--- src/codec_pkg.sv ---
// constants shared by the serial character codec and its top level
package codec_pkg;

  // ----------------------------------------------------------------------
  // register map
  // ----------------------------------------------------------------------
  localparam logic [11:0] ADDR_CTRL        = 12'h000;
  localparam logic [11:0] ADDR_STATUS      = 12'h004;

  localparam int          CTRL_WIDTH8_BIT  = 0;
  localparam int          CTRL_EXTERNAL_FIFO_SELECT_BIT = 1;
  localparam int          CTRL_BYPASS_BIT  = 2;
  localparam logic [2:0]  CTRL_RESET       = 3'h1;

  localparam int          ST_AVAIL_BIT     = 0;
  localparam int          ST_TXBUSY_BIT    = 1;
  localparam int          ST_ALIGNED_BIT   = 2;
  localparam int          ST_CHARERR_BIT   = 3;
  localparam int          ST_RXOVR_BIT     = 4;
  localparam int          ST_TXOVR_BIT     = 5;
  localparam logic [2:0]  STICKY_RESET     = 3'h0;

  // ----------------------------------------------------------------------
  // symbol framing
  // ----------------------------------------------------------------------
  localparam logic [3:0]  SYM_LEN8         = 4'hA;
  localparam logic [3:0]  SYM_LEN10        = 4'hC;
  localparam logic [9:0]  SYNC8_SYMBOL     = 10'h311;
  localparam logic [11:0] SYNC10_SYMBOL    = 12'h623;

endpackage

--- src/nrzi_4b5b_5b6b_codec.sv ---
// serial character codec top: APB control, parallel ports, NRZI line
`timescale 1ns/1ps
`default_nettype none
module nrzi_4b5b_5b6b_codec (
  input  wire logic        clk,
  input  wire logic        rstn,
  input  wire logic        psel,
  input  wire logic        penable,
  input  wire logic        pwrite,
  input  wire logic [11:0] paddr,
  input  wire logic [31:0] pwdata,
  output logic      [31:0] prdata,
  output logic             pready,
  output logic             pslverr,
  input  wire logic [11:0] tx_parallel_word,
  input  wire logic        tx_special_char_select,
  input  wire logic        tx_write_enable,
  output logic             tx_busy,
  output logic             serial_out,
  input  wire logic        serial_in,
  input  wire logic        rx_port_enable,
  input  wire logic        rx_read_enable,
  output logic      [11:0] rx_parallel_word,
  output logic             rx_special_char_flag,
  output logic             rx_data_available,
  output logic             rx_word_oe,
  output logic             rx_char_error
);

  // ----------------------------------------------------------------------
  // state
  // ----------------------------------------------------------------------
  logic [2:0]  ctrl_reg;
  logic [2:0]  sticky_reg;
  logic [31:0] prdata_reg;
  logic        pready_reg;
  logic        pslverr_reg;
  logic        tx_en_d_reg;
  logic        tx_hold_valid_reg;
  logic [11:0] tx_hold_word_reg;
  logic        tx_hold_spec_reg;
  logic [11:0] tx_shift_reg;
  logic [3:0]  tx_cnt_reg;
  logic        serial_out_reg;
  logic        rx_sync1_reg;
  logic        rx_sync2_reg;
  logic        rx_prev_reg;
  logic [11:0] rx_window_reg;
  logic [3:0]  rx_cnt_reg;
  logic        rx_aligned_reg;
  logic        rx_pend_reg;
  logic [11:0] rx_hold_word_reg;
  logic        rx_hold_spec_reg;
  logic [11:0] rx_parallel_word_reg;
  logic        rx_special_reg;
  logic        rx_word_oe_reg;
  logic        rx_char_error_reg;

  // ----------------------------------------------------------------------
  // apb decode
  // ----------------------------------------------------------------------
  logic        mode8_w;
  logic        ext_w;
  logic        bypass_w;
  logic        setup_w;
  logic        access_w;
  logic        hit_ctrl_w;
  logic        hit_status_w;
  logic        wr_ctrl_w;
  logic [2:0]  clear_w;
  logic [2:0]  set_w;
  logic [2:0]  sticky_next;
  logic [5:0]  status_w;
  logic [31:0] rd_data_w;

  assign mode8_w      = ctrl_reg[codec_pkg::CTRL_WIDTH8_BIT];
  assign ext_w        = ctrl_reg[codec_pkg::CTRL_EXTERNAL_FIFO_SELECT_BIT];
  assign bypass_w     = ctrl_reg[codec_pkg::CTRL_BYPASS_BIT];
  assign setup_w      = psel & ~penable;
  assign access_w     = psel & penable & pready_reg;
  assign hit_ctrl_w   = paddr == codec_pkg::ADDR_CTRL;
  assign hit_status_w = paddr == codec_pkg::ADDR_STATUS;
  assign wr_ctrl_w    = access_w & pwrite & hit_ctrl_w;
  assign clear_w      = (access_w & pwrite & hit_status_w)
                      ? pwdata[codec_pkg::ST_TXOVR_BIT:codec_pkg::ST_CHARERR_BIT]
                      : 3'h0;
  // set wins over a clear in the same cycle
  assign sticky_next  = (sticky_reg & ~clear_w) | set_w;
  assign status_w     = {sticky_reg, rx_aligned_reg, tx_hold_valid_reg,
                         rx_pend_reg};
  assign rd_data_w    = hit_ctrl_w ? {29'h0, ctrl_reg}
                      : hit_status_w ? {26'h0, status_w} : 32'h0;

  always_ff @(posedge clk) begin
    if (!rstn) begin
      ctrl_reg    <= codec_pkg::CTRL_RESET;
      sticky_reg  <= codec_pkg::STICKY_RESET;
      prdata_reg  <= 32'h0;
      pready_reg  <= 1'b0;
      pslverr_reg <= 1'b0;
    end else begin
      if (wr_ctrl_w) begin
        ctrl_reg <= pwdata[2:0];
      end
      sticky_reg  <= sticky_next;
      prdata_reg  <= (setup_w & ~pwrite) ? rd_data_w : 32'h0;
      pready_reg  <= setup_w;
      pslverr_reg <= setup_w & ~hit_ctrl_w & ~hit_status_w;
    end
  end

  // ----------------------------------------------------------------------
  // shared codec
  // ----------------------------------------------------------------------
  logic [11:0] enc_symbol_w;
  logic [11:0] rx_window_next;
  logic [11:0] dec_word_w;
  logic        dec_special_w;
  logic        dec_error_w;

  symbol_codec u_codec (
    .mode8       (mode8_w),
    .bypass      (bypass_w),
    .enc_word    (tx_hold_word_reg),
    .enc_special (tx_hold_spec_reg),
    .enc_symbol  (enc_symbol_w),
    .dec_symbol  (rx_window_next),
    .dec_word    (dec_word_w),
    .dec_special (dec_special_w),
    .dec_error   (dec_error_w)
  );

  // ----------------------------------------------------------------------
  // transmit capture and serializer
  // ----------------------------------------------------------------------
  logic        tx_cap_w;
  logic        tx_load_w;
  logic        tx_room_w;
  logic [3:0]  len_w;
  logic [11:0] tx_symbol_w;

  assign tx_cap_w    = ext_w ? tx_en_d_reg : ~tx_write_enable;
  assign tx_load_w   = tx_cnt_reg == 4'h0;
  assign tx_room_w   = ~tx_hold_valid_reg | tx_load_w;
  assign len_w       = mode8_w ? codec_pkg::SYM_LEN8 : codec_pkg::SYM_LEN10;
  // idle slots carry the sync symbol so the far receiver stays framed
  assign tx_symbol_w = tx_hold_valid_reg ? enc_symbol_w
                     : mode8_w ? {codec_pkg::SYNC8_SYMBOL, 2'b00}
                     : codec_pkg::SYNC10_SYMBOL;

  always_ff @(posedge clk) begin
    if (!rstn) begin
      tx_en_d_reg       <= 1'b0;
      tx_hold_valid_reg <= 1'b0;
      tx_hold_word_reg  <= 12'h000;
      tx_hold_spec_reg  <= 1'b0;
    end else begin
      tx_en_d_reg <= tx_write_enable;
      if (tx_cap_w & tx_room_w) begin
        tx_hold_valid_reg <= 1'b1;
        tx_hold_word_reg  <= tx_parallel_word;
        tx_hold_spec_reg  <= tx_special_char_select;
      end else if (tx_load_w) begin
        tx_hold_valid_reg <= 1'b0;
      end
    end
  end

  always_ff @(posedge clk) begin
    if (!rstn) begin
      tx_shift_reg   <= 12'h000;
      tx_cnt_reg     <= 4'h0;
      serial_out_reg <= 1'b0;
    end else begin
      tx_shift_reg   <= tx_load_w ? tx_symbol_w
                                  : {tx_shift_reg[10:0], 1'b0};
      tx_cnt_reg     <= tx_load_w ? len_w - 4'h1 : tx_cnt_reg - 4'h1;
      serial_out_reg <= serial_out_reg ^ tx_shift_reg[11];
    end
  end

  // ----------------------------------------------------------------------
  // receive line, framing and output port
  // ----------------------------------------------------------------------
  logic rx_bit_w;
  logic sync_hit_w;
  logic sym_done_w;
  logic rd_w;
  logic rx_store_w;

  assign rx_bit_w       = rx_sync2_reg ^ rx_prev_reg;
  assign rx_window_next = {rx_window_reg[10:0], rx_bit_w};
  assign sync_hit_w     = mode8_w
                        ? rx_window_next[9:0] == codec_pkg::SYNC8_SYMBOL
                        : rx_window_next == codec_pkg::SYNC10_SYMBOL;
  assign sym_done_w     = ~sync_hit_w & rx_aligned_reg
                        & (rx_cnt_reg == len_w - 4'h1);
  assign rd_w           = ~rx_read_enable & rx_word_oe_reg
                        & rx_pend_reg;
  assign rx_store_w     = sym_done_w & ~dec_error_w & (~rx_pend_reg | rd_w);
  assign set_w          = {tx_cap_w & ~tx_room_w,
                           sym_done_w & ~dec_error_w & rx_pend_reg & ~rd_w,
                           sym_done_w & dec_error_w};

  always_ff @(posedge clk) begin
    if (!rstn) begin
      rx_sync1_reg   <= 1'b0;
      rx_sync2_reg   <= 1'b0;
      rx_prev_reg    <= 1'b0;
      rx_window_reg  <= 12'h000;
      rx_cnt_reg     <= 4'h0;
      rx_aligned_reg <= 1'b0;
    end else begin
      rx_sync1_reg  <= serial_in;
      rx_sync2_reg  <= rx_sync1_reg;
      rx_prev_reg   <= rx_sync2_reg;
      rx_window_reg <= rx_window_next;
      if (sync_hit_w || rx_cnt_reg == len_w - 4'h1) begin
        rx_cnt_reg <= 4'h0;
      end else begin
        rx_cnt_reg <= rx_cnt_reg + 4'h1;
      end
      if (sync_hit_w) begin
        rx_aligned_reg <= 1'b1;
      end
    end
  end

  always_ff @(posedge clk) begin
    if (!rstn) begin
      rx_pend_reg          <= 1'b0;
      rx_hold_word_reg     <= 12'h000;
      rx_hold_spec_reg     <= 1'b0;
      rx_parallel_word_reg <= 12'h000;
      rx_special_reg       <= 1'b0;
      rx_word_oe_reg       <= 1'b0;
      rx_char_error_reg    <= 1'b0;
    end else begin
      rx_word_oe_reg    <= rx_port_enable;
      rx_char_error_reg <= sym_done_w & dec_error_w;
      if (rx_store_w) begin
        rx_pend_reg      <= 1'b1;
        rx_hold_word_reg <= dec_word_w;
        rx_hold_spec_reg <= dec_special_w;
      end else if (rd_w) begin
        rx_pend_reg <= 1'b0;
      end
      if (rd_w) begin
        rx_parallel_word_reg <= rx_hold_word_reg;
        rx_special_reg       <= rx_hold_spec_reg & ~bypass_w;
      end
    end
  end

  assign prdata               = prdata_reg;
  assign pready               = pready_reg;
  assign pslverr              = pslverr_reg;
  assign tx_busy              = tx_hold_valid_reg;
  assign serial_out           = serial_out_reg;
  assign rx_parallel_word     = rx_parallel_word_reg;
  assign rx_special_char_flag = rx_special_reg;
  assign rx_data_available    = rx_pend_reg;
  assign rx_word_oe           = rx_word_oe_reg;
  assign rx_char_error        = rx_char_error_reg;

  // ----------------------------------------------------------------------
  // checks
  // ----------------------------------------------------------------------
  nrzi_tx_a: assert property (
    @(posedge clk) disable iff (!rstn)
    tx_load_w |-> ##2 ((serial_out_reg ^ $past(serial_out_reg))
                       == $past(tx_symbol_w[11], 2)))
    else $error("line did not toggle for a one bit");

  msb_first_a: assert property (
    @(posedge clk) disable iff (!rstn)
    tx_load_w |=> (tx_shift_reg == $past(tx_symbol_w)) ##1
                  (tx_shift_reg[11] == $past(tx_shift_reg[10])))
    else $error("symbol not sent msb first");

  fifo_capture_a: assert property (
    @(posedge clk) disable iff (!rstn)
    (ext_w && tx_write_enable) ##1 (ext_w && tx_room_w)
      |=> tx_hold_valid_reg && tx_hold_word_reg == $past(tx_parallel_word))
    else $error("external fifo word not taken one cycle later");

  sync_capture_a: assert property (
    @(posedge clk) disable iff (!rstn)
    (!ext_w && !tx_write_enable && tx_room_w)
      |=> tx_hold_valid_reg && tx_hold_word_reg == $past(tx_parallel_word))
    else $error("controller word not taken with its enable");

  rx_still_a: assert property (
    @(posedge clk) disable iff (!rstn)
    (rx_read_enable || !rx_pend_reg) |=> $stable(rx_parallel_word_reg))
    else $error("receive word changed without a read");

  rx_read_a: assert property (
    @(posedge clk) disable iff (!rstn)
    (!rx_read_enable && rx_word_oe_reg && rx_pend_reg)
      |=> rx_parallel_word_reg == $past(rx_hold_word_reg))
    else $error("enabled read did not present the word");

  rx_empty_a: assert property (
    @(posedge clk) disable iff (!rstn)
    (rd_w && !sym_done_w) |=> !rx_data_available)
    else $error("available flag stayed high after last read");

  rx_hiz_a: assert property (
    @(posedge clk) disable iff (!rstn)
    (!rx_word_oe_reg && rx_pend_reg)
      |=> rx_pend_reg && $stable(rx_parallel_word_reg))
    else $error("read taken while outputs disabled");

  bypass_flag_a: assert property (
    @(posedge clk) disable iff (!rstn)
    (bypass_w && rd_w) |=> !rx_special_char_flag)
    else $error("special flag raised in bypass");

  char_error_a: assert property (
    @(posedge clk) disable iff (!rstn)
    (sym_done_w && dec_error_w)
      |=> rx_char_error && sticky_reg[2'h0] && !$rose(rx_pend_reg))
    else $error("bad symbol not flagged");

endmodule
`default_nettype wire

--- src/symbol_codec.sv ---
// combinational 4b/5b and 5b/6b encoder and decoder with command symbols
`timescale 1ns/1ps
`default_nettype none
module symbol_codec (
  input  wire logic        mode8,
  input  wire logic        bypass,
  input  wire logic [11:0] enc_word,
  input  wire logic        enc_special,
  output logic      [11:0] enc_symbol,
  input  wire logic [11:0] dec_symbol,
  output logic      [11:0] dec_word,
  output logic             dec_special,
  output logic             dec_error
);

  // ----------------------------------------------------------------------
  // code tables
  // ----------------------------------------------------------------------
  function automatic logic [4:0] enc4(input logic [3:0] d);
    unique case (d)
      4'h0: return 5'h1E;
      4'h1: return 5'h09;
      4'h2: return 5'h14;
      4'h3: return 5'h15;
      4'h4: return 5'h0A;
      4'h5: return 5'h0B;
      4'h6: return 5'h0E;
      4'h7: return 5'h0F;
      4'h8: return 5'h12;
      4'h9: return 5'h13;
      4'hA: return 5'h16;
      4'hB: return 5'h17;
      4'hC: return 5'h1A;
      4'hD: return 5'h1B;
      4'hE: return 5'h1C;
      4'hF: return 5'h1D;
    endcase
  endfunction

  function automatic logic [5:0] enc5(input logic [4:0] d);
    unique case (d)
      5'h00: return 6'h36;
      5'h01: return 6'h11;
      5'h02: return 6'h24;
      5'h03: return 6'h25;
      5'h04: return 6'h12;
      5'h05: return 6'h13;
      5'h06: return 6'h16;
      5'h07: return 6'h17;
      5'h08: return 6'h22;
      5'h09: return 6'h31;
      5'h0A: return 6'h37;
      5'h0B: return 6'h27;
      5'h0C: return 6'h32;
      5'h0D: return 6'h33;
      5'h0E: return 6'h34;
      5'h0F: return 6'h35;
      5'h10: return 6'h3E;
      5'h11: return 6'h19;
      5'h12: return 6'h29;
      5'h13: return 6'h2D;
      5'h14: return 6'h1A;
      5'h15: return 6'h1B;
      5'h16: return 6'h1E;
      5'h17: return 6'h1F;
      5'h18: return 6'h2A;
      5'h19: return 6'h2B;
      5'h1A: return 6'h2E;
      5'h1B: return 6'h2F;
      5'h1C: return 6'h3A;
      5'h1D: return 6'h3B;
      5'h1E: return 6'h3C;
      5'h1F: return 6'h3D;
    endcase
  endfunction

  function automatic logic [9:0] cmd8(input logic [3:0] i);
    unique case (i)
      4'h0: return codec_pkg::SYNC8_SYMBOL;
      4'h1: return 10'h3FF;
      4'h2: return 10'h1AD;
      4'h3: return 10'h1B9;
      4'h4: return 10'h3E4;
      4'h5: return 10'h1A7;
      4'h6: return 10'h327;
      4'h7: return 10'h339;
      4'h8: return 10'h084;
      4'h9: return 10'h09F;
      4'hA: return 10'h080;
      4'hB: return 10'h0E7;
      4'hC: return 10'h0F9;
      4'hD: return 10'h004;
      4'hE: return 10'h01F;
      4'hF: return 10'h000;
    endcase
  endfunction

  function automatic logic [11:0] cmd10(input logic [1:0] i);
    unique case (i)
      2'h0: return codec_pkg::SYNC10_SYMBOL;
      2'h1: return 12'hFFF;
      2'h2: return 12'h75D;
      2'h3: return 12'h779;
    endcase
  endfunction

  // ----------------------------------------------------------------------
  // reverse lookups: {hit, value}
  // ----------------------------------------------------------------------
  function automatic logic [4:0] dec4(input logic [4:0] s);
    logic [4:0] r;
    r = 5'h00;
    for (int i = 0; i < 16; i++) begin
      if (enc4(4'(i)) == s) begin
        r = {1'b1, 4'(i)};
      end
    end
    return r;
  endfunction

  function automatic logic [5:0] dec5(input logic [5:0] s);
    logic [5:0] r;
    r = 6'h00;
    for (int i = 0; i < 32; i++) begin
      if (enc5(5'(i)) == s) begin
        r = {1'b1, 5'(i)};
      end
    end
    return r;
  endfunction

  function automatic logic [4:0] find8(input logic [9:0] s);
    logic [4:0] r;
    r = 5'h00;
    for (int i = 0; i < 16; i++) begin
      if (cmd8(4'(i)) == s) begin
        r = {1'b1, 4'(i)};
      end
    end
    return r;
  endfunction

  function automatic logic [2:0] find10(input logic [11:0] s);
    logic [2:0] r;
    r = 3'h0;
    for (int i = 0; i < 4; i++) begin
      if (cmd10(2'(i)) == s) begin
        r = {1'b1, 2'(i)};
      end
    end
    return r;
  endfunction

  // ----------------------------------------------------------------------
  // encode, left justified so bit 11 leaves first
  // ----------------------------------------------------------------------
  logic [11:0] enc8_w;
  logic [11:0] enc10_w;
  logic        special_w;

  assign special_w  = enc_special & ~bypass;
  assign enc8_w     = special_w ? {cmd8(enc_word[3:0]), 2'b00}
                    : {enc4(enc_word[7:4]), enc4(enc_word[3:0]), 2'b00};
  assign enc10_w    = special_w ? cmd10({enc_word[7], enc_word[0]})
                    : {enc5(enc_word[8:4]),
                       enc5({enc_word[9], enc_word[3:0]})};
  assign enc_symbol = bypass ? (mode8 ? {enc_word[9:0], 2'b00} : enc_word)
                    : (mode8 ? enc8_w : enc10_w);

  // ----------------------------------------------------------------------
  // decode, right justified input
  // ----------------------------------------------------------------------
  logic [4:0] hi4_w;
  logic [4:0] lo4_w;
  logic [5:0] g1_w;
  logic [5:0] g2_w;
  logic [4:0] c8_w;
  logic [2:0] c10_w;
  logic       ok8_w;
  logic       ok10_w;

  assign hi4_w  = dec4(dec_symbol[9:5]);
  assign lo4_w  = dec4(dec_symbol[4:0]);
  assign g1_w   = dec5(dec_symbol[11:6]);
  assign g2_w   = dec5(dec_symbol[5:0]);
  assign c8_w   = find8(dec_symbol[9:0]);
  assign c10_w  = find10(dec_symbol);
  assign ok8_w  = hi4_w[4] & lo4_w[4];
  assign ok10_w = g1_w[5] & g2_w[5];

  assign dec_word = bypass ? (mode8 ? {2'b00, dec_symbol[9:0]} : dec_symbol)
    : mode8 ? (ok8_w ? {4'h0, hi4_w[3:0], lo4_w[3:0]}
               : {8'h00, c8_w[3:0]})
    : (ok10_w ? {2'b00, g2_w[4], g1_w[4:0], g2_w[3:0]}
       : {4'h0, c10_w[1], 6'h00, c10_w[0]});
  assign dec_special = ~bypass & (mode8 ? ~ok8_w & c8_w[4]
                                        : ~ok10_w & c10_w[2]);
  assign dec_error   = ~bypass & (mode8 ? ~ok8_w & ~c8_w[4]
                                        : ~ok10_w & ~c10_w[2]);

endmodule
`default_nettype wire

--- config.mk ---
export PLATFORM = sky130hd
export DESIGN_NAME = nrzi_4b5b_5b6b_codec
export DESIGN_NICKNAME = d
export VERILOG_FILES = /design/src/codec_pkg.sv /design/src/nrzi_4b5b_5b6b_codec.sv /design/src/symbol_codec.sv
export SDC_FILE = /design/constraint.sdc
export NUM_CORES = 1
export LEC_CHECK = 0
export BUFFER_PORTS_ARGS = -buffer_cell sky130_fd_sc_hd__clkbuf_2
export CAP_MARGIN = 10
export CORE_MARGIN = 4
export CORE_UTILIZATION = 45
export CTS_BUF_LIST = sky130_fd_sc_hd__clkbuf_8
export DETAILED_ROUTE_END_ITERATION = 12
export GPL_TIMING_DRIVEN = 1
export PLACE_DENSITY = 0.69
export SLEW_MARGIN = 25
export SYNTH_ARGS = -nofsm -noshare
export SYNTH_HDL_FRONTEND = slang
export SYNTH_HIERARCHICAL = 1
export SYNTH_SLANG_ARGS = --single-unit
--- constraint.sdc ---
create_clock -name clk -period 2.65 [get_ports clk]
set_input_delay 0.265 -clock clk [delete_from_list [all_inputs] [get_ports clk]]
set_output_delay 0.265 -clock clk [all_outputs]
set_load 0.1 [all_outputs]
# After elaboration in Yosys (flattened, before gate mapping)
# Memory sizes are Yosys's and may differ from the RTL's. A register that Yosys moved wholly into a read port is not among the register bits.
# Index checks and enable logic that the tools add are counted.
dict set report word_totals {
  register_bits 120
  elab_cells 379
  in_bits 66
  rom_bits 704
  output_inout_bits 52
  memories 5
}
# name words word_bits read_ports rd_clocked_by_memory_dff write_ports line
set memory_table {}
lappend memory_table {{(no name shown)} 32 6 1 1 0 symbol_codec.sv:41} ;# unique case (d)
lappend memory_table {{(no name shown)} 32 6 1 1 0 symbol_codec.sv:41}
lappend memory_table {{(no name shown)} 16 10 1 1 0 symbol_codec.sv:78} ;# unique case (i)
lappend memory_table {{(no name shown)} 16 5 1 1 0 symbol_codec.sv:20} ;# unique case (d)
lappend memory_table {{(no name shown)} 16 5 1 1 0 symbol_codec.sv:20}
dict set report classes {
  muxes 153
  bitwise_logic 56
  reduce_logical 12
  n_eq_ne 122
  n_addsub 3
}
# operator count
set op_table {}
lappend op_table {{two-way mux 6 bit} 64}
lappend op_table {{== test 6 bit (first input constant)} 44}
lappend op_table {{two-way mux 5 bit} 52}
lappend op_table {{two-way mux 12 bit} 11}
lappend op_table {{== test 5 x 6 -> 1 bit (first input constant)} 20}
lappend op_table {{== test 5 bit (first input constant)} 22}
lappend op_table {{== test 10 bit (first input constant)} 5}
lappend op_table {{== test 4 x 5 -> 1 bit (first input constant)} 10}
lappend op_table {{== test 8 x 10 -> 1 bit (first input constant)} 5}
lappend op_table {{case mux 12 bit (4 select lines)} 1}
lappend op_table {{== test 11 x 12 -> 1 bit (first input constant)} 3}
lappend op_table {{AND 1 bit} 30}
lappend op_table {{== test 9 x 10 -> 1 bit (first input constant)} 3}
lappend op_table {{two-way mux 4 bit} 7}
lappend op_table {{two-way mux 3 bit} 8}
lappend op_table {{NOT 1 bit} 19}
lappend op_table {{== test 12 x 11 -> 1 bit (second input constant)} 1}
lappend op_table {{== test 12 bit (first input constant)} 1}
lappend op_table {{== test 12 x 3 -> 1 bit (second input constant)} 1}
lappend op_table {{logical NOT 12 bit} 1}
lappend op_table {{== test 10 bit (second input constant)} 1}
lappend op_table {{== test 3 x 10 -> 1 bit (first input constant)} 1}
lappend op_table {{== test 5 x 10 -> 1 bit (first input constant)} 1}
lappend op_table {{logical NOT 10 bit} 1}
lappend op_table {{21 further kinds} 34}

# Longest topological paths before layout
# Gate-level depths: netlist of run 1.
dict set report logic_depth {
  ltp_word 44
  ltp_mapped 12
  mapped_depth_nobuf 10
}

# Cells and area by module
# Netlist of run 1, hierarchy kept.
# module area_each_um2 n_inst seq_area_each_um2 cells_per_inst
set modules_own_cells {}
lappend modules_own_cells {nrzi_4b5b_5b6b_codec 3623.5 1 1881.8 386}
lappend modules_own_cells {symbol_codec 2720.1 1 0.0 411}

# Worst setup path before layout of run 1
# OpenSTA, ideal clock, no wires.
dict set report synth_timing {
  path_kind {register to register}
  from {reg rx_sync2_reg}
  to {reg rx_hold_word_reg[10]}
  stages_incl_launch_ff 12
  path_slack_ns -0.075
  required_time_ns 2.578
  setup_ns 0.072
  n_path_buf 2
  arrival_ns 2.653
  period_less_slack_ns 2.725
  cell_sequence {dfxtp_1 -> xor2_1 -> buf_4 -> nand2_1 -> or4_1 -> nand4_1 -> o31ai_4 -> nor4b_4 -> nand2b_1 -> nor4_4 -> buf_6 -> mux2i_1}
}
dict set report synth_via {
  elab_chain_cells 42
  elab_cells_between_ends 156
  classes_between {69 x eq/ne; 70 x mux; 16 x bitwise; 1 x reduce/logical}
}
# element line
set synth_lines {}
lappend synth_lines {{start: declaration} nrzi_4b5b_5b6b_codec.sv:46} ;# logic rx_sync2_reg;
lappend synth_lines {{start signal: assignment} nrzi_4b5b_5b6b_codec.sv:215} ;# rx_sync2_reg <= rx_sync1_reg;
lappend synth_lines {{bitwise XOR 1 bit (*)} nrzi_4b5b_5b6b_codec.sv:191} ;# assign rx_bit_w = rx_sync2_reg ^ rx_prev_reg;
lappend synth_lines {{via rx_bit_w} nrzi_4b5b_5b6b_codec.sv:185} ;# logic rx_bit_w;
lappend synth_lines {{== test 6 bit} symbol_codec.sv:125} ;# if (enc5(5'(i)) == s) begin
lappend synth_lines {{two-way mux 6 bit (32 in a row)} symbol_codec.sv:125}
lappend synth_lines {{AND 1 bit} symbol_codec.sv:189} ;# assign ok10_w = g1_w[5] & g2_w[5];
lappend synth_lines {{NOT 1 bit} symbol_codec.sv:199} ;# : ~ok10_w & ~c10_w[2]);
lappend synth_lines {{AND 1 bit} symbol_codec.sv:199}
lappend synth_lines {{two-way mux 1 bit (*)} symbol_codec.sv:198} ;# assign dec_error = ~bypass & (mode8 ? ~ok8_w & ~c8_w[4]
lappend synth_lines {{AND 1 bit (*)} symbol_codec.sv:198}
lappend synth_lines {{via dec_error_w} nrzi_4b5b_5b6b_codec.sv:119} ;# logic dec_error_w;
lappend synth_lines {{NOT 1 bit (*)} nrzi_4b5b_5b6b_codec.sv:200} ;# assign rx_store_w = sym_done_w & ~dec_error_w & (~rx_pend_reg | rd_w);
lappend synth_lines {{AND 1 bit (*) (2 in a row)} nrzi_4b5b_5b6b_codec.sv:200}
lappend synth_lines {{end signal: assignment} nrzi_4b5b_5b6b_codec.sv:243} ;# rx_hold_word_reg <= dec_word_w;
lappend synth_lines {{end: declaration} nrzi_4b5b_5b6b_codec.sv:52} ;# logic [11:0] rx_hold_word_reg;
# Mark *: on every way through the listed nets, which the timed path passes. The rest lies on a longest branch.
# A chain may end at the register's enable or synchronous reset.

# Final worst setup path of run 1
dict set report layout_timing {
  from {reg rx_prev_reg}
  to {reg rx_hold_word_reg[9]}
}
dict set report layout_via {
  elab_chain_cells 42
  elab_cells_between_ends 159
  classes_between {69 x eq/ne; 73 x mux; 16 x bitwise; 1 x reduce/logical}
}
# element line
set layout_lines {}
lappend layout_lines {{start: declaration} nrzi_4b5b_5b6b_codec.sv:47} ;# logic rx_prev_reg;
lappend layout_lines {{start signal: assignment} nrzi_4b5b_5b6b_codec.sv:216} ;# rx_prev_reg <= rx_sync2_reg;
lappend layout_lines {{bitwise XOR 1 bit (*)} nrzi_4b5b_5b6b_codec.sv:191}
lappend layout_lines {{via rx_bit_w} nrzi_4b5b_5b6b_codec.sv:185}
lappend layout_lines {{== test 6 bit} symbol_codec.sv:125}
lappend layout_lines {{two-way mux 6 bit (32 in a row)} symbol_codec.sv:125}
lappend layout_lines {{AND 1 bit} symbol_codec.sv:189}
lappend layout_lines {{NOT 1 bit} symbol_codec.sv:199}
lappend layout_lines {{AND 1 bit} symbol_codec.sv:199}
lappend layout_lines {{two-way mux 1 bit (*)} symbol_codec.sv:198}
lappend layout_lines {{AND 1 bit (*)} symbol_codec.sv:198}
lappend layout_lines {{via dec_error_w} nrzi_4b5b_5b6b_codec.sv:119}
lappend layout_lines {{NOT 1 bit (*)} nrzi_4b5b_5b6b_codec.sv:200}
lappend layout_lines {{AND 1 bit (*) (2 in a row)} nrzi_4b5b_5b6b_codec.sv:200}
# Marked as above.

==> results.cfg, run 1 <==
[sta]
fmax_ghz = 0.371
slew_headroom_pct = 50.4
timing.final.crit_share_pct = 102
finalSetupViolations = 13
min_period_ps = 2700
rsz0062_at_grt = yes
hold_viol_final = 0
report.final.slew_viol_count = 0
tightest_slew_ps = 742
setup_ws_ps = -45.5
final.setup_skew_ps = 10.8

[cts]
cts_hold_buf = 0
clkLatencyLatePin_ps = 380
htree_levels = 3
cts.sinks = 94
cts_made_buffers = 9
path_clk_slew_ps = 100
tritoncts = done
clockRootBuffer = clkbuf_8
clk_path_buf_depth = 2

[worst_setup_path]
crit_type = reg -> reg
arrival_ps = 3010
worstSetupEndpointType = flip-flop
critPathLaunchType = flip-flop
required_ps = 2960
cp_max_fo = 13

[final_layout]
seqCellArea_um2 = 1890
antenna_cells = 0
final_cell_count_no_fill = 1067
final_nets = 963
final_area_um2 = 7310
drive_gt1_share_pct = 22.1
area_growth_pct = 15.2
multi_input_area_um2 = 3980
nFillCells = 1296

[synthesis]
synth_edf_count = 0
yosys-top-cells-area = dfxtp_1 30%, mux2i_1 6.6%, nand2_1 5.9%
ys_warn_count = 6
synth_top_area_share_pct = 29.7
synth-seq-cells = 94
syn-cell-area_um2 = 6340
synth_top_cell_by_area = dfxtp_1
synth_seq_area_share_pct = 29.7
syn_area_per_cell_um2 = 7.96
synth_top_flop_cell = dfxtp_1
syn_inst = 797
synthArstFlopShare_pct = 0
synth.distinct_cells = 84

[floorplan]
core_area_um2 = 13800
io_pins = 118
die_area_um2 = 16100
die_w_um = 127
num_rows = 43
die_h_um = 127
start_util_pct = 45.9

[power]
ir_worst_vdd_mv = 0.276
power_leakage_uw = 0.00294
total_power_uw = 3680
power_density_nw_per_um2 = 504

[hold_path]
hp-class = in -> reg

[placement]
numPortBuffers = 65
dpl_cell_area_um2 = 7020
dp_cells = 1047
dpl.hpwl_mm = 11.6
gp_congestion = 0.886

[grt]
grt_usage_pct = 20.2
antenna_found_initial = 0
grt_pass1_vias = 5545
grt_pass1_wl_mm = 27.1
grt_max_degree = 52
overflow = 0

[outcome]
status = complete, but fails checks
violations = negative setup slack

[drt]
wl_per_cell_um = 15.3
via_count = 6001
viasPerCell = 5.62
final_antenna_net_count = 0
firstDrtPassIters = 5
routed_wl_mm = 16.3
dr.first_iter.drc_count = 590
drc = 0

[run]
cap_violations = 0
[report_power, final]
group          switching, µW  internal, µW  total, µW
Combinational            679           380       1060
Sequential              87.3          1520       1600
Clock                    550           467       1020
[through the flow]
step	hold WS [ps]	utilization, %	setup slack (ps)	setup TNS (ps)
6_report	85.3	52.9	-45.5	-322
5_1_grt	75.0	52.9	-176	-1910
4_1_cts	67.4	52.7	-33.9	-276
3_5_place_dp	412	50.8	-314	-4350
3_3_place_gp	405	50.8	-220	-3120
2_1_floorplan	392	-	22.0	0
[per-layer routing]
metal  track usage, %  up-vias  wire length [µm]
met5                0        -                 0
met2             30.1      287              6860
met3             3.03       36              1260
met1             28.8     2734              7680
li1                 -     2944                 -
met4             8.96        0               474
[cells in the final DEF (no fill, tap or decap), types with 14 or more instances in the layout]
cell type | synthesis | layout
conb_1 | 1 | 26
and2_1 | 21 | 21
dfxtp_1 | 94 | 89
nand2_1 | 100 | 100
inv_1 | 32 | 33
clkbuf_2 | 0 | 65
nand3_1 | 14 | 14
buf_4 | 31 | 69
nor2_1 | 66 | 66
mux2i_1 | 42 | 42
nor3_1 | 22 | 22
o21ai_0 | 31 | 31
ha_1 | 15 | 15
a21oi_1 | 58 | 57
[cell usage after synthesis, drive strengths merged, types with 4 or more instances]
cell type and count:
buf 51, and2 21, a211oi 5, clkbuf 37
o22ai 8, a22oi 10, o21a 9, inv 32
o41ai 5, or3 10, xor2 6, or4 4
nand2b 10, nand4 11, or2 5, o211ai 4
nor2 67, a21oi 59, a31oi 13, nor3 23
o31ai 5, nand3 14, nand3b 5, dfxtp 94
mux4 7, xnor2 8, nand2 102, o21ai 31
ha 15, nor4 11, o311ai 5, a22o 5
nor2b 10, mux2i 42
[what timing repair did]
action                                  4_1_cts  5_1_grt
gates resized for setup                       6        4
buffers inserted                              2        1
cloned                                        1        0
endpoints found under the setup margin       17       16
pin swaps                                     3        1
hold endpoints to repair                      0        0
[worst max-delay path, cell delays in order (launching register included)]
cell,delay (ps)
dfxtp_4,400
xor2_4,240
nand4_1,170
or4_1,450
o21bai_1,220
or3_4,180
o31ai_4,70
nor4b_4,140
nand2b_4,170
nor4_4,190
buf_12,190
mux2i_1,190
[area by class of cell]
cell class	count	share of cell area, %
Clock inverter	6	0.924
Sequential cell	94	25.9
Inverter	34	1.75
Multi-Input combinational cell	607	54.5
Timing Repair Buffer	136	12.0
Tap cell	180	3.08
Clock buffer	10	1.88
[final timing paths]
kind              cells past startpoint                        start  slack (ps)                          endpoint
hold / removal                        2                    serial_in          90           rx_sync1_reg$_SDFF_PN0_
setup reg to reg                     11       rx_prev_reg$_SDFF_PN0_         -50  rx_hold_word_reg[9]$_SDFFE_PN0P_
hold reg to reg                       2  tx_shift_reg[10]$_SDFF_PN0_         440       tx_shift_reg[11]$_SDFF_PN0_
setup / recovery                     11       rx_prev_reg$_SDFF_PN0_         -50  rx_hold_word_reg[9]$_SDFFE_PN0P_
[cells by family after synthesis]
logic type	Yosys count	share of synthesized area, %
AO/OA/AOI/OAI	184	19.6
XOR/XNOR	14	2.05
adder cells (fa/ha/maj)	15	2.96
buffers and inverters	122	9.92
flip-flops	94	29.7
multiplexers	51	9.47
other	1	0.0591
AND/OR/NAND/NOR	316	26.2
No activity file was read; power rests on OpenSTA's default activity.
==> run 2, diff against run 1 <==
--- a/config.mk
+++ b/config.mk
@@ -16,5 +16,4 @@
 export SLEW_MARGIN = 25
 export SYNTH_ARGS = -nofsm -noshare
 export SYNTH_HDL_FRONTEND = slang
-export SYNTH_HIERARCHICAL = 1
 export SYNTH_SLANG_ARGS = --single-unit
==> run 2 against run 1 <==
  * The run now ends clean
  * Highest routed layer unchanged
  * Cell area rose by 9.5%
  * Clock-buffer cell count grew 9
  * Sequential power increased by 35%
  * Synthesized cell count rose by 2.9%
  * Clock skew rose by 5.6 ps
  * First-iteration DRC count down 21%
  * Flip-flop and latch count grew 32
  * Fmax is 4.8% higher
  * Setup slack improved by 120 ps
  * Global-route usage rose by 0.13 points
  * Combinational power up 4%
  * Final cell count increased by 3.2%
==> results.cfg, run 2 <==
[synthesis]
synthAdderAreaFrac_pct = 2.94
syn-cell-area_um2 = 6800
synthSimpleGateAreaFrac_pct = 22.2
synth_xor_area_share_pct = 2.43
synth_top_family_by_area = simple AND/OR/NAND/NOR gates
synth-compound-area-share_pct = 19.5
yosys-top-cells-area = dfxtp_1 37%, nand2_1 5.1%, mux2i_1 4.3%
syn_inst = 820
yosysMostFrequentCell = dfxtp_1
synth_seq_area_share_pct = 37.1
synthMuxAreaShare_pct = 6.92
synth_top_cell_by_area = dfxtp_1
synthArstFlopShare_pct = 0
synth-seq-cells = 126
synth.distinct_cells = 85
ys_warn_count = 0
synth_top_flop_cell = dfxtp_1
syn_area_per_cell_um2 = 8.29
synth_edf_count = 0
ys_top_cells_by_count = 126 x dfxtp_1, 93 x nand2_1, 72 x nor2_1
synth_top_area_share_pct = 37.1

[drt]
drc = 0
via_count = 6097
wl_per_cell_um = 15.8
routed_wl_mm = 17.4
final_antenna_net_count = 0
firstDrtPassIters = 5
dr.first_iter.drc_count = 466
viasPerCell = 5.54

[grt]
antenna_found_initial = 0
grt_max_degree = 46
grt_usage_pct = 20.3
grt_pass1_vias = 5595
grt_pass1_wl_mm = 27.8
overflow = 0

[worst_setup_path]
worstSetupEndpointType = flip-flop
max_stage_delay_ps = 390
required_ps = 2950
crit_buf_inv = 6
cp_max_fo = 6
arrival_ps = 2870
critPathLaunchType = flip-flop
slowest_stage = or3b_4
crit_type = reg -> reg
critical_path.top_delay_family = buffers and inverters
crit_path_cell_trace = inv_1 > ha_2 > or3b_4 > a221oi_4 > buf_12 > buf_4 > mux2i_1 > nand2b_4 > clkinvlp_4 > buf_12 > buf_4 > o22ai_1 > o22ai_1

[power]
power.share.clock_pct = 31.9
p_comb_share_pct = 23.0
power_frac_seq_pct = 45.1
power.switching_uw = 1520
ir_worst_vdd_mv = 0.318
total_power_uw = 4780
p_int_uw = 3270
p_sw_share_pct = 31.7
power_density_nw_per_um2 = 598
power_leakage_uw = 0.00326

[final_layout]
drive_gt1_share_pct = 25.3
final_cell_count_no_fill = 1101
layout_common_cells = 123 x dfxtp_1, 93 x nand2_1, 68 x nor2_1
multi_input_area_um2 = 3910
post-route-util_pct = 54.6
seqCellArea_um2 = 2530
area_growth_pct = 17.7
antenna_cells = 0
final_area_um2 = 8000
final_common_cell = dfxtp_1
final_nets = 987
nFillCells = 1384

[cts]
cts.sinks = 126
path_clk_slew_ps = 70
cts_made_buffers = 17
clockRootBuffer = clkbuf_8
clk_path_buf_depth = 2
htree_levels = 4
clkLatencyLatePin_ps = 440
tritoncts = done

[sta]
final.setup_skew_ps = 16.4
slew_headroom_pct = 52.1
fmax_ghz = 0.389
min_period_ps = 2570
rsz0062_at_grt = yes
timing.final.crit_share_pct = 97.1
holdWs_ps = 46.8
finalSetupViolations = 0
hold_viol_final = 0
report.final.slew_viol_count = 0
tightest_slew_ps = 716

[placement]
dpl_cell_area_um2 = 7400
dpl.hpwl_mm = 12.6
numPortBuffers = 65
gp_congestion = 0.926
dp_cells = 1059

[run]
cap_violations = 0

[floorplan]
num_rows = 44
die_area_um2 = 17100
die_w_um = 131
die_h_um = 131
io_pins = 118
start_util_pct = 46.4
core_area_um2 = 14600

[hold_path]
hp-class = in -> reg

[outcome]
status = completed
run 2: worst paths after layout:
| check | slack, ps | cells past startpoint | start | to |
|---|---|---|---|---|
| setup / recovery | 80 | 13 | tx_cnt_reg[0]$_SDFF_PN0_ | flip-flop |
| hold / removal | 50 | 2 | serial_in | rx_sync1_reg$_SDFF_PN0_ |
| setup reg to reg | 80 | 13 | tx_cnt_reg[0]$_SDFF_PN0_ | flip-flop |
| hold reg to reg | 430 | 2 | tx_shift_reg[2]$_SDFF_PN0_ | tx_shift_reg[3]$_SDFF_PN0_ |
run 2: kinds of logic after synthesis:
group	after synthesis
compound gates	196
simple gates	301
flops	126
fa+ha+maj	16
xor+xnor	18
mux	39
other cells	1
buf+inv	123
run 2: area by class of cell:
| cell class | count | share of cell area [%] |
|---|---|---|
| clock buffer | 19 | 3.27 |
| tap | 184 | 2.88 |
| multi-input combinational | 597 | 48.9 |
| inverter | 34 | 1.64 |
| sequential | 126 | 31.6 |
| clock inverter | 12 | 1.24 |
| timing repair buffer | 129 | 10.6 |
run 2: routing by layer:
| metal | up-vias | share of wire [%] | GRT usage [%] |
|---|---|---|---|
| li1 | 3024 | - | - |
| met1 | 2855 | 46 | 27.8 |
| met2 | 199 | 47 | 31.7 |
| met3 | 19 | 5.6 | 4.88 |
| met4 | 0 | 1.2 | 6.53 |
| met5 | - | 0 | 0 |
run 2: stage by stage:
stage               setup slack (ps)  setup TNS (ps)
global route                   -63.6            -341
detailed placement             -88.8            -110
floorplan                       6.62               0
finish                          76.9               0
CTS                             13.3               0
global placement                3.27               0
run 2: power by group through the flow:
stage | clock, µW | combinational [µW] | sequential [µW]
2_1_floorplan | 0 | 749 | 2230
3_3_place_gp | 0 | 1000 | 2200
3_5_place_dp | 0 | 1010 | 2200
4_1_cts | 1560 | 1020 | 2160
5_1_grt | 1650 | 1190 | 2180
6_report | 1530 | 1100 | 2160
run 2: repair_timing:
action	4_1_cts	5_1_grt
setup endpoints to repair	7	33
cloned	0	1
pin swaps	0	3
endpoints found under the hold margin	0	0
hold buffers	0	0
resized for setup	4	38
setup buffers	0	10
==> run 3, diff against run 2 <==
--- a/config.mk
+++ b/config.mk
@@ -12,7 +12,7 @@
 export CTS_BUF_LIST = sky130_fd_sc_hd__clkbuf_8
 export DETAILED_ROUTE_END_ITERATION = 12
 export GPL_TIMING_DRIVEN = 1
-export PLACE_DENSITY = 0.69
+export PLACE_DENSITY = 0.66
 export SLEW_MARGIN = 25
 export SYNTH_ARGS = -nofsm -noshare
 export SYNTH_HDL_FRONTEND = slang
==> constraint.sdc (replaced) <==
create_clock -name clk -period 3.2 [get_ports clk]
set_input_delay 0.32 -clock clk [delete_from_list [all_inputs] [get_ports clk]]
set_output_delay 0.32 -clock clk [all_outputs]
set_load 0.1 [all_outputs]
==> run 3 against run 2 <==
  * Total power fell by 18%
  * Sequential share of layout area rose by 1.8 points
  * Routed wire length down 4.7%
  * Critical path depth is 2 lower
  * Critical path type unchanged
==> results.cfg, run 3 (same netlist as run 2, synthesis figures left out) <==
[sta]
tightest_slew_ps = 828
hold_viol_final = 0
finalSetupViolations = 0
min_period_ps = 2920
fmax_ghz = 0.342
report.final.slew_viol_count = 0
fin_setup_tns_ps = 0
rsz0062_at_grt = no
timing.final.crit_share_pct = 91.3
holdWs_ps = 92.8
slew_headroom_pct = 44.5
final.setup_skew_ps = 10.1

[worst_setup_path]
arrival_ps = 3250
rr_worst_depth = 11
required_ps = 3530
critPathLaunchType = flip-flop
worstSetupStartpoint = tx_cnt_reg[0]$_SDFF_PN0_
crit_type = reg -> reg
worstReg2RegStart = tx_cnt_reg[0]$_SDFF_PN0_
worstSetupEndpointType = flip-flop
rrSetupSlack_ps = 280
cp_max_fo = 10

[cts]
cts.sinks = 126
clk_path_buf_depth = 2
clkLatencyLatePin_ps = 440
cts_hold_buf = 0
clockRootBuffer = clkbuf_8
tritoncts = done
htree_levels = 4
cts_made_buffers = 17
path_clk_slew_ps = 70
cts_resized = 0
cts_setup_buffers = 0

[placement]
numPortBuffers = 65
gp_congestion = 0.928
dpl.hpwl_mm = 11.8
dpl_cell_area_um2 = 7170

[floorplan]
io_pins = 118
die_area_um2 = 17100
die_h_um = 131
num_rows = 44
start_util_pct = 46.4
die_w_um = 131
core_area_um2 = 14600

[drt]
via_count = 5801
wl_per_cell_um = 15.7
routed_wl_mm = 16.6
drc = 0
firstDrtPassIters = 5
viasPerCell = 5.47
final_antenna_net_count = 0
dr.first_iter.drc_count = 456

[hold_path]
hp-class = in -> reg
holdPathEnd = rx_sync1_reg$_SDFF_PN0_
hold_path_depth = 2
min_from = serial_in

[grt]
overflow = 0
grt_pass1_vias = 5401
grt_usage_pct = 20.0
grt_max_degree = 44
grt_pass1_wl_mm = 27.5
antenna_found_initial = 0

[final_layout]
final_area_um2 = 7560
layout_common_cells = 126 x dfxtp_1, 93 x nand2_1, 72 x nor2_1
antenna_cells = 0
drive_gt1_share_pct = 18.5
final_nets = 947
area_growth_pct = 11.1
nFillCells = 1437
final_common_cell = dfxtp_1

[outcome]
status = completed

[power]
ir_worst_vdd_mv = 0.359
power_leakage_uw = 0.00306
power_density_nw_per_um2 = 518

[run]
cap_violations = 0
==> run 3: final cells by class <==
| class | instances | area (µm²) | area share (%) |
|---|---|---|---|
| clock inverters | 12 | 121 | 1.61 |
| repair buffers | 90 | 526 | 6.95 |
| clock buffers | 19 | 262 | 3.46 |
| flip-flops and latches | 126 | 2520 | 33.4 |
| inverters | 34 | 128 | 1.69 |
| multi-input cells | 596 | 3770 | 49.9 |
| well taps | 184 | 230 | 3.05 |
==> run 3: per-layer routing <==
metal	part of all wire (%)	vias to the layer above	global-route usage, %	wire length [µm]
li1	-	2947	-	-
met2	46	153	31.4	7620
met1	47	2681	27.9	7890
met3	5.4	20	3.74	890
met4	1.4	0	6.53	228
met5	0	-	0	0
==> run 3: how the worst max path moves through the flow <==
stage	to	slack (ps)	depth (start not counted)
finish	flip-flop	280	11
global route	flip-flop	80	11
detailed placement	flip-flop	320	11
floorplan	flip-flop	480	10
CTS	flip-flop	280	11
global placement	flip-flop	350	11
==> run 3: report_power, final <==
part           switching [µW]  total, µW  leakage (µW)  internal [µW]
combinational             519        787       0.00184            268
sequential               81.0       1790       0.00103           1710
clock                     619       1340      0.000192            720
total                    1220       3920       0.00306           2700
==> run 3: per-stage QoR <==
stage / utilization (%) / instances / power, µW / worst slack (ps)
5_1_grt: 51.6 / 1061 / 4110 / 83.4
4_1_cts: 51.6 / 1061 / 3950 / 282
2_1_floorplan: - / 845 / 2460 / 484
3_5_place_dp: 49.0 / 1030 / 2610 / 322
6_report: 51.6 / 1061 / 3920 / 278
3_3_place_gp: 49.0 / 1030 / 2600 / 352
==> run 3: worst max-delay path, stage by stage, from the launching register on <==
cell,delay (ps)
dfxtp_1,340
inv_1,60
ha_1,200
or3b_1,420
a221oi_4,380
mux2i_1,210
nand2b_1,380
inv_1,230
ha_1,270
nor2_1,110
a21oi_1,50
o21a_1,170
